[src/hdl/sccb_pkg.sv]
package sccb_pkg;
  // Serial clock timing: 33.33 ns minimum period, expressed in ps
  localparam int SCLK_PERIOD_PS = 33330;
  localparam int MCLK_PERIOD_PS = 50000;
  // Least half period rounds up to whole cycles, never below one
  localparam int SCLK_HALF_CYC_RAW = (SCLK_PERIOD_PS / 2 + MCLK_PERIOD_PS - 1) / MCLK_PERIOD_PS;
  localparam int SCLK_HALF_CYC = (SCLK_HALF_CYC_RAW < 1) ? 1 : SCLK_HALF_CYC_RAW;
  // Flash read command and start addresses of the two images
  localparam logic [7:0] FLASH_READ_CMD = 8'h03;
  localparam int ADDR_W = 24;
  localparam int CMD_BITS = 32;
  // Default image lengths in bits
  localparam logic [31:0] IMG_BITS_DEF = 32'h0000_0040;
  localparam logic [23:0] IMG1_ADDR_DEF = 24'h00_0000;
  localparam logic [23:0] IMG2_ADDR_DEF = 24'h01_0000;
  // Loader states
  typedef enum logic [2:0]
  {
    SCCB_IDLE = 3'b000,
    SCCB_CMD = 3'b001,
    SCCB_OWN = 3'b010,
    SCCB_GAP = 3'b011,
    SCCB_BCAST = 3'b100,
    SCCB_WAIT_DONE = 3'b101,
    SCCB_INIT = 3'b110
  } sccb_state_t;
endpackage

[src/hdl/sccb_sync.sv]
// Two-flop synchroniser for pin inputs, one per bit
module sccb_sync
  import sccb_pkg::*;
#(
  parameter int W = 1
)
(
  // Clock and reset
  input wire logic mclk,
  input wire logic rst,
  // Pins in, synchronised out
  input wire logic [W-1:0] pin_in,
  output logic [W-1:0] sync_out
);
  logic [W-1:0] meta_r;

  // First stage is read only by the second stage
  always_ff @(posedge mclk)
  begin
    if (rst)
    begin
      meta_r <= '0;
      sync_out <= '0;
    end
    else
    begin
      meta_r <= pin_in;
      sync_out <= meta_r;
    end
  end
endmodule

[src/hdl/sccb_master.sv]
module sccb_master
  import sccb_pkg::*;
#(
  parameter logic [31:0] IMG1_BITS = IMG_BITS_DEF,
  parameter logic [31:0] IMG2_BITS = IMG_BITS_DEF,
  parameter logic [23:0] IMG1_ADDR = IMG1_ADDR_DEF,
  parameter logic [23:0] IMG2_ADDR = IMG2_ADDR_DEF
)
(
  // Clock and reset
  input wire logic mclk,
  input wire logic rst,
  // Control
  input wire logic start,
  input wire logic two_image,
  // Flash side
  output logic config_serial_clock,
  output logic flash_select_n,
  output logic flash_command_out,
  input wire logic flash_data_in,
  // Chain side
  output logic chain_enable_n,
  output logic slave_data_out,
  // Shared open-drain done line
  input wire logic load_complete_line_in,
  output logic load_complete_line_out,
  output logic load_complete_line_oe,
  // Status
  output logic own_loaded,
  output logic own_bit_valid,
  output logic own_bit,
  output logic init_start
);
  initial
  begin
    if (IMG1_BITS == 32'h0 || IMG2_BITS == 32'h0)
      $error("sccb_master: image lengths must be nonzero");
  end

  logic [1:0] pins_s;
  logic data_s;
  logic done_s;
  sccb_state_t state_r;
  logic [7:0] div_r;
  logic sclk_r;
  logic fall_en;
  logic [31:0] cnt_r;
  logic [CMD_BITS-1:0] cmd_r;
  logic bcast_r;
  logic cap_own_r;
  logic cap_any_r;

  sccb_sync #(.W(2)) u_sync
  (
    .mclk(mclk),
    .rst(rst),
    .pin_in({flash_data_in, load_complete_line_in}),
    .sync_out(pins_s)
  );
  assign data_s = pins_s[1];
  assign done_s = pins_s[0];

  // Clock divider; the falling edge is the one-cycle enable that moves the link
  // Held low until select has settled low, so the flash never sees a rise with select
  assign fall_en = sclk_r && (div_r == 8'(SCLK_HALF_CYC - 1));
  always_ff @(posedge mclk)
  begin
    if (rst || flash_select_n || state_r == SCCB_IDLE || state_r == SCCB_GAP || state_r == SCCB_WAIT_DONE ||
        state_r == SCCB_INIT)
    begin
      div_r <= 8'h00;
      sclk_r <= 1'b0;
    end
    else if (div_r == 8'(SCLK_HALF_CYC - 1))
    begin
      div_r <= 8'h00;
      sclk_r <= ~sclk_r;
    end
    else
      div_r <= div_r + 8'h01;
  end
  assign config_serial_clock = sclk_r;

  // Loader sequence: command, own image, then in two-image mode a second command and broadcast of the second copy
  always_ff @(posedge mclk)
  begin
    if (rst)
    begin
      state_r <= SCCB_IDLE;
      cnt_r <= 32'h0;
      cmd_r <= '0;
      bcast_r <= 1'b0;
    end
    else
    begin
      case (state_r)
        SCCB_IDLE:
        begin
          if (start)
          begin
            state_r <= SCCB_CMD;
            cnt_r <= 32'(CMD_BITS - 1);
            cmd_r <= {FLASH_READ_CMD, IMG1_ADDR};
            bcast_r <= 1'b0;
          end
        end
        SCCB_CMD:
        begin
          if (fall_en)
          begin
            cmd_r <= {cmd_r[CMD_BITS-2:0], 1'b0};
            if (cnt_r == 32'h0)
            begin
              state_r <= bcast_r ? SCCB_BCAST : SCCB_OWN;
              cnt_r <= (bcast_r ? IMG2_BITS : IMG1_BITS) - 32'h1;
            end
            else
              cnt_r <= cnt_r - 32'h1;
          end
        end
        SCCB_OWN:
        begin
          if (fall_en)
          begin
            if (cnt_r == 32'h0)
              state_r <= two_image ? SCCB_GAP : SCCB_WAIT_DONE;
            else
              cnt_r <= cnt_r - 32'h1;
          end
        end
        SCCB_GAP:
        begin
          // Restart the read at the second image; select rises between reads
          state_r <= SCCB_CMD;
          cnt_r <= 32'(CMD_BITS - 1);
          cmd_r <= {FLASH_READ_CMD, IMG2_ADDR};
          bcast_r <= 1'b1;
        end
        SCCB_BCAST:
        begin
          if (fall_en)
          begin
            if (cnt_r == 32'h0)
              state_r <= SCCB_WAIT_DONE;
            else
              cnt_r <= cnt_r - 32'h1;
          end
        end
        SCCB_WAIT_DONE:
        begin
          if (done_s)
            state_r <= SCCB_INIT;
        end
        SCCB_INIT:
          state_r <= SCCB_INIT;
        default:
          state_r <= SCCB_IDLE;
      endcase
    end
  end

  // Pin outputs, launched and captured on the falling serial edge
  always_ff @(posedge mclk)
  begin
    if (rst)
    begin
      flash_select_n <= 1'b1;
      flash_command_out <= 1'b0;
      slave_data_out <= 1'b0;
      own_bit_valid <= 1'b0;
      own_bit <= 1'b0;
      cap_own_r <= 1'b0;
      cap_any_r <= 1'b0;
    end
    else
    begin
      flash_select_n <= !(state_r == SCCB_CMD || state_r == SCCB_OWN || state_r == SCCB_BCAST);
      // First command bit is set up before the first rise, the rest change on the fall
      if (state_r == SCCB_CMD)
      begin
        if (fall_en)
          flash_command_out <= (cnt_r == 32'h0) ? 1'b0 : cmd_r[CMD_BITS-2];
      end
      else if ((state_r == SCCB_IDLE && start) || state_r == SCCB_GAP)
        flash_command_out <= FLASH_READ_CMD[7];
      else
        flash_command_out <= 1'b0;
      // Synchroniser delays the pin by two cycles; the sample is taken one cycle after the fall
      cap_own_r <= fall_en && state_r == SCCB_OWN;
      cap_any_r <= fall_en && (state_r == SCCB_OWN || state_r == SCCB_BCAST);
      own_bit_valid <= cap_own_r;
      if (cap_own_r)
        own_bit <= data_s;
      if (cap_any_r)
        slave_data_out <= data_s;
    end
  end

  // Chain enable and done line; single image leaves enable high as a spare pin
  always_ff @(posedge mclk)
  begin
    if (rst)
    begin
      chain_enable_n <= 1'b1;
      own_loaded <= 1'b0;
      load_complete_line_out <= 1'b0;
      load_complete_line_oe <= 1'b1;
      init_start <= 1'b0;
    end
    else
    begin
      if (state_r == SCCB_GAP)
        chain_enable_n <= 1'b0;
      else if (state_r == SCCB_IDLE)
        chain_enable_n <= 1'b1;
      if (state_r == SCCB_OWN && fall_en && cnt_r == 32'h0)
        own_loaded <= 1'b1;
      // Hold the line low until all own data and any broadcast are out
      load_complete_line_oe <= !(state_r == SCCB_WAIT_DONE || state_r == SCCB_INIT);
      load_complete_line_out <= 1'b0;
      init_start <= state_r == SCCB_WAIT_DONE && done_s;
    end
  end
endmodule

[config.mk]
export PLATFORM = sky130hd
export DESIGN_NAME = sccb_master
export DESIGN_NICKNAME = d
export VERILOG_FILES = /design/src/hdl/sccb_pkg.sv /design/src/hdl/sccb_sync.sv /design/src/hdl/sccb_master.sv
export SDC_FILE = /design/constraint.sdc
export NUM_CORES = 1
export LEC_CHECK = 0
export BUFFER_PORTS_ARGS = -buffer_cell sky130_fd_sc_hd__buf_2
export CAP_MARGIN = 10
export CORE_MARGIN = 2
export CORE_UTILIZATION = 40
export DETAILED_ROUTE_END_ITERATION = 7
export GPL_ROUTABILITY_DRIVEN = 0
export PLACE_DENSITY = 0.61
export SLEW_MARGIN = 20
export SYNTH_ARGS = -nofsm -noshare
export SYNTH_HDL_FRONTEND = slang
export SYNTH_SLANG_ARGS = --single-unit
[constraint.sdc]
create_clock -name mclk -period 4.6 [get_ports mclk]
set_clock_uncertainty 0.15 [all_clocks]
set_input_delay 0.46 -clock mclk [delete_from_list [all_inputs] [get_ports mclk]]
set_output_delay 0.46 -clock mclk [all_outputs]
set_load 0.01 [all_outputs]
After elaboration in Yosys (flattened, before gate mapping)

Cells that the tools add are included.

Word-level logic and storage cells: 93
Bits in registers: 91

Mux-type cells: 25
Add/sub/neg operators: 2
Bitwise logic cells: 2
Reduce and logical (&&, ||, !) cells: 29
Equal/unequal tests: 16

Operators by type and width:

| kind                  | count |
|---|---|
| $mux 32               | 5 |
| $pmux 32 s4           | 1 |
| $pmux 31 s3           | 1 |
| $mux 31               | 2 |
| $logic_not 32->1      | 1 |
| $sub 32x1->32 const B | 1 |
| $mux 3                | 10 |
| $pmux 3 s7            | 1 |
| $ne 2x2->1 const B    | 8 |
| $eq 3x3->1 const B    | 3 |
| $logic_or 1x1->1      | 9 |
| $add 8x1->8 const B   | 1 |
| $logic_not 8->1       | 1 |
| $reduce_and 8->1      | 1 |
| $eq 3x2->1 const B    | 2 |
| $reduce_or 2->1       | 3 |
| $logic_and 1x1->1     | 5 |
| $reduce_and 5->1      | 1 |
| $mux 1                | 4 |
| $ne 2x1->1 const B    | 2 |
| $reduce_bool 4->1     | 1 |
| $eq 3x1->1 const B    | 1 |
| $logic_not 3->1       | 1 |
| $reduce_and 3->1      | 1 |
| 6 further kinds       | 8 |

Logic depth before layout (Yosys ltp)

Word-level depth: 6
Depth in mapped cells: 9
Mapped depth without buffers: 7

Modules after synthesis

Synthesis repeated with hierarchy kept, for this count alone.

Cell total of the unflattened synthesis: 411
Area total of the unflattened synthesis: 3532.1 um2

Modules (own cells, without submodules):

| module      | cells each | instances | area an instance (um2) | seq. area each (um2) |
|---|---|---|---|---|
| sccb_master | 403        | 1         | 3427.0                 | 1421.4 |
| sccb_sync   | 8          | 1         | 105.1                  | 80.1 |

Worst setup path before layout

Ideal clock, no wire load.

Kind: register -> register
Start point: register cnt_r[0]
End point: register cnt_r[5]
Clock period less this slack: 2.590 ns
Arrival: 2.348 ns
Cell stages (with the launch flop): 10
Setup time: 0.092 ns
Buffers on the path: 2
Required time: 4.358 ns
Setup slack: 2.010 ns
Path through: dfxtp_1 inv_1 ha_1 or4b_2 nor3_1 and4_1 buf_2 buf_4 nor3_1 nor4_1

Word-level cells in the longest chain between the ends: 4

Ends and longest elaborated chain:

| item                                                     | line                                                       | source |
|---|---|---|
| start: declaration                                       | sccb_master.sv:47                                          | `logic [31:0] cnt_r;` |
| start signal: assignment                                 | sccb_master.sv:102                                         | `cnt_r <= 32'(CMD_BITS - 1);` |
| start signal: assignment                                 | sccb_master.sv:115                                         | `cnt_r <= (bcast_r ? IMG2_BITS : IMG1_BITS) - 32'h1;` |
| start signal: assignment                                 | sccb_master.sv:118                                         | `cnt_r <= cnt_r - 32'h1;` |
| $sub 32x1->32 / $logic_not 32->1 (equally long branches) | --                                                         |  |
| $mux 32, on equally long branches                        | sccb_master.sv:125, sccb_master.sv:143, sccb_master.sv:112 |  |
| $mux 32, on equally long branches                        | sccb_master.sv:141, sccb_master.sv:109                     |  |
| $pmux 32 s4                                              | sccb_master.sv:96                                          | `case (state_r)` |

Several ways; a longest one is shown, not always the timed one. The select of a mux whose other input is x is not followed.
A chain may end at the register's enable or synchronous reset.

Worst setup path in the final report

Start point: register cnt_r[0]
End point: register cnt_r[4]

The elaborated chain is that of the path after synthesis.

==> impl_results.md <==
- Root Buffer: clkbuf_8
- Post-synth EDFFs: 0
- Worst Path Arrival: 3100 ps
- Lkg Pwr: 1.377 nW
- Cell count after synthesis: 418
- Top area cells in the synthesized netlist: dfxtp_1, a21oi_1, nor2_1
- Final standard cell area without fillers: 0.003886 mm2
- Core Util, Final: 44.56%
- Total congestion overflow after global routing: 0
- Library cell appearing most often on the critical path: nor3_1
- Die outline width: 98.83 um
- Placed inst area: 0.003686 mm2
- Net Count, Synth: 427
- Post-Synthesis Cell Area: 0.003597 mm2
- Post-route antenna net violation count: 0
- Setup tns final: 0 ps
- Maximum buffer depth of the clock tree: 2
- Startpoint type of the worst setup path: flip-flop
- Die height: 98.83 um
- Sw Pwr: 0.001162 W
- Antenna violations before repair: 0
- Total vias in the final route: 3161
- Part of the total power dissipated in combinational logic: 46.5%
- IO Port Bufs: 15
- Class of the most critical setup path: flip-flop to flip-flop
- Overall track demand over capacity in global routing: 17.21%
- Ant. Diodes: 0
- Clock share of power: 20.0%
- Total Die Area: 0.009767 mm2
- Number of buffers created by CTS: 9
- Total routed wirelength: 7.931 mm
- Number of global-route vias before repair: 2884
- Final-report setup violation count: 0
- Number of hold violations in the final report: 0
- Dominant cell by count in the synthesized netlist: dfxtp_1
- Critical path's top delay family: simple AND/OR/NAND/NOR gates
- Post-synthesis sequential area ratio: 41.74%
- Number of different library cells in the post-synthesis netlist: 64
- Crit path buf inv count: 1
- Standard cell core area: 0.008721 mm2
- Post-CTS repair timing setup buffer count: 0
- Maximum level of the CTS H-tree: 3
- Worst Path Required: 4710 ps
- Transition time of the tightest slew-check pin: 919.5 ps
- Detailed-route wire length per cell: 14.91 um
- Max Fanout on Critical Path: 24
- Initial Util: 41.25%
- Proportion of netlist area held by the largest area contributor: 41.74%
- #FFs+latches synth: 75
- Leading area contributor after synthesis: dfxtp_1
- Post-CTS Hold Buffers: 0
- Number of gates given a new drive strength after cts: 0
- Wire length of the first global-routing pass: 13.82 mm
- Fraction of final layout cells sized beyond drive strength 1: 10.38%
- Max-cap viol count: 0
- CTS tree: built
- Row count: 34
- Post-route fraction of the period consumed by the critical path: 65.07%
- Boundary Pins: 17
- Count of final max-slew check failures: 0
- Status: finished clean
- Slowest CP cell: and4_1
- Ys Warns: 0
- Final critical path time including I/O delays and setup: 2993 ps
- Most instantiated cells after synthesis: dfxtp_1, nor2_1, a21oi_1
- Reg clk slew, reported paths: 80 ps
- Share of flip-flops with an asynchronous set or reset after synthesis: 0%
- Dominant register cell in the synthesized netlist: dfxtp_1
- Share of power burned in registers: 33.5%
- Slowest Stage Delay on Critical Path: 760 ps
- CTS sink count: 75
- Top achievable clock speed: 334.1 MHz
- Setup repair after global routing missed its margin: false
- Via/cell ratio: 5.942
- Pin count of the biggest net entering global routing: 38
- Pwr/cell area: 667.7 mW/mm2
- Area growth from synthesis to final layout: 8.035%
- DPL Wire Length: 5.136 mm
- Slew margin rel.: 38.43%
- Count of nets after finishing: 428
- Number of search-and-repair iterations in the first detailed-routing pass: 4
- Internal power consumption: 0.001432 W
- DRC Markers: 0
- Worst vdd ir: 0.0003100 V
- Type of destination of the critical path: flip-flop
- Average footprint of a synthesized cell: 8.606 um2
- Classification of the worst-slack hold path: input port to flip-flop
- DRC marker count from the first detailed-route iteration: 244
- Critical Path, Cell by Cell: inv_1 -> ha_1 -> or4b_2 -> nor3_1 -> and4_1 -> nor3_1 -> o221a_2
- Switching power as a share of total power: 44.80%
- Clock insertion delay at the later pin of the skew report: 360 ps
==> stage by stage <==
step                      power (W)  setup WS (ps)  cells  hold WS (ps)
after floorplan            0.001830           2010    418         263.8
final                      0.002595           1607    532         155.0
after CTS                  0.002596           1611    532         143.1
after global routing       0.002814           1305    532         153.8
after detailed placement   0.002069           1631    516         284.5
after global placement     0.002054           1699    516         268.5
==> worst reg2reg max path, delay by kind of cell (launching register included) <==
family	cells	cell delay [ps]
AOI/OAI and AO/OA	1	270
DFF	1	320
buffers and inverters	1	90
and+or+nand+nor	4	1810
adders and majority gates	1	260
==> cell families (layout without fill, tap and decap cells) <==
kind of cell             Yosys count  in the layout  share of synthesized area (%)
multiplexers                       4              4                          1.113
adder cells (fa/ha/maj)            3              3                          1.044
AND/OR/NAND/NOR                  176            176                          28.00
buffers and inverters             40             46                          5.148
AO/OA/AOI/OAI                    108            108                          20.17
flip-flops                        75             75                          41.74
XOR/XNOR                          11             11                          2.678
other                              1              1                         0.1042
==> flip-flops by register name, indices dropped and copies added (netlist names), 2 cells and up <==
| signal | count |
|---|---|
| cnt_r | 32 |
| cmd_r | 15 |
| div_r | 8 |
| u_sync.meta_r | 2 |
| state_r | 3 |
| u_sync.sync_out | 2 |
==> placed cells by master (no fill, tap or decap), drive strengths merged, types with 12 or more instances in the layout <==
cell,synthesis,routed
dfxtp,75,75
nor2,48,48
a21oi,36,36
or4,25,25
nand2,17,17
buf,11,17
o31ai,15,15
or3,14,14
nor3,13,13
a22oi,13,13
inv,12,13
o21ai,12,12
==> routing by layer <==
layer / vias up / global-route usage (%) / wire (um)
met5: - / 0 / 0
met4: 0 / 7.376 / 142
met3: 13 / 3.262 / 318
met2: 67 / 26.51 / 3604
met1: 1507 / 23.62 / 3866
li1: 1574 / - / -
==> final timing paths <==
kind	slack, ps	to	depth (start not counted)	start
max reg2reg	1610	cnt_r[4]	7	cnt_r[0]
max	1610	cnt_r[4]	7	cnt_r[0]
min reg2reg	300	u_sync.sync_out[0]	1	u_sync.meta_r[0]
min	160	u_sync.meta_r[0]	2	load_complete_line_in
==> power by group through the flow <==
| stage | combinational [W] | sequential (W) | clock, W |
|---|---|---|---|
| final | 0.00121 | 0.000870 | 0.000518 |
| after CTS | 0.00120 | 0.000867 | 0.000533 |
| after detailed placement | 0.00119 | 0.000880 | 0 |
| after floorplan | 0.00100 | 0.000825 | 0 |
| after global routing | 0.00136 | 0.000888 | 0.000562 |
| after global placement | 0.00118 | 0.000877 | 0 |
==> layout make-up <==
cell class,count,area (um2)
fill,878,4835
timing repair buffer,17,90.09
sequential,75,1501
clock buffer,9,123.9
clock inverter,7,76.32
tap,108,135.1
multi-input combinational,303,1911
inverter,13,48.80
(Power assumes the default switching activity.)
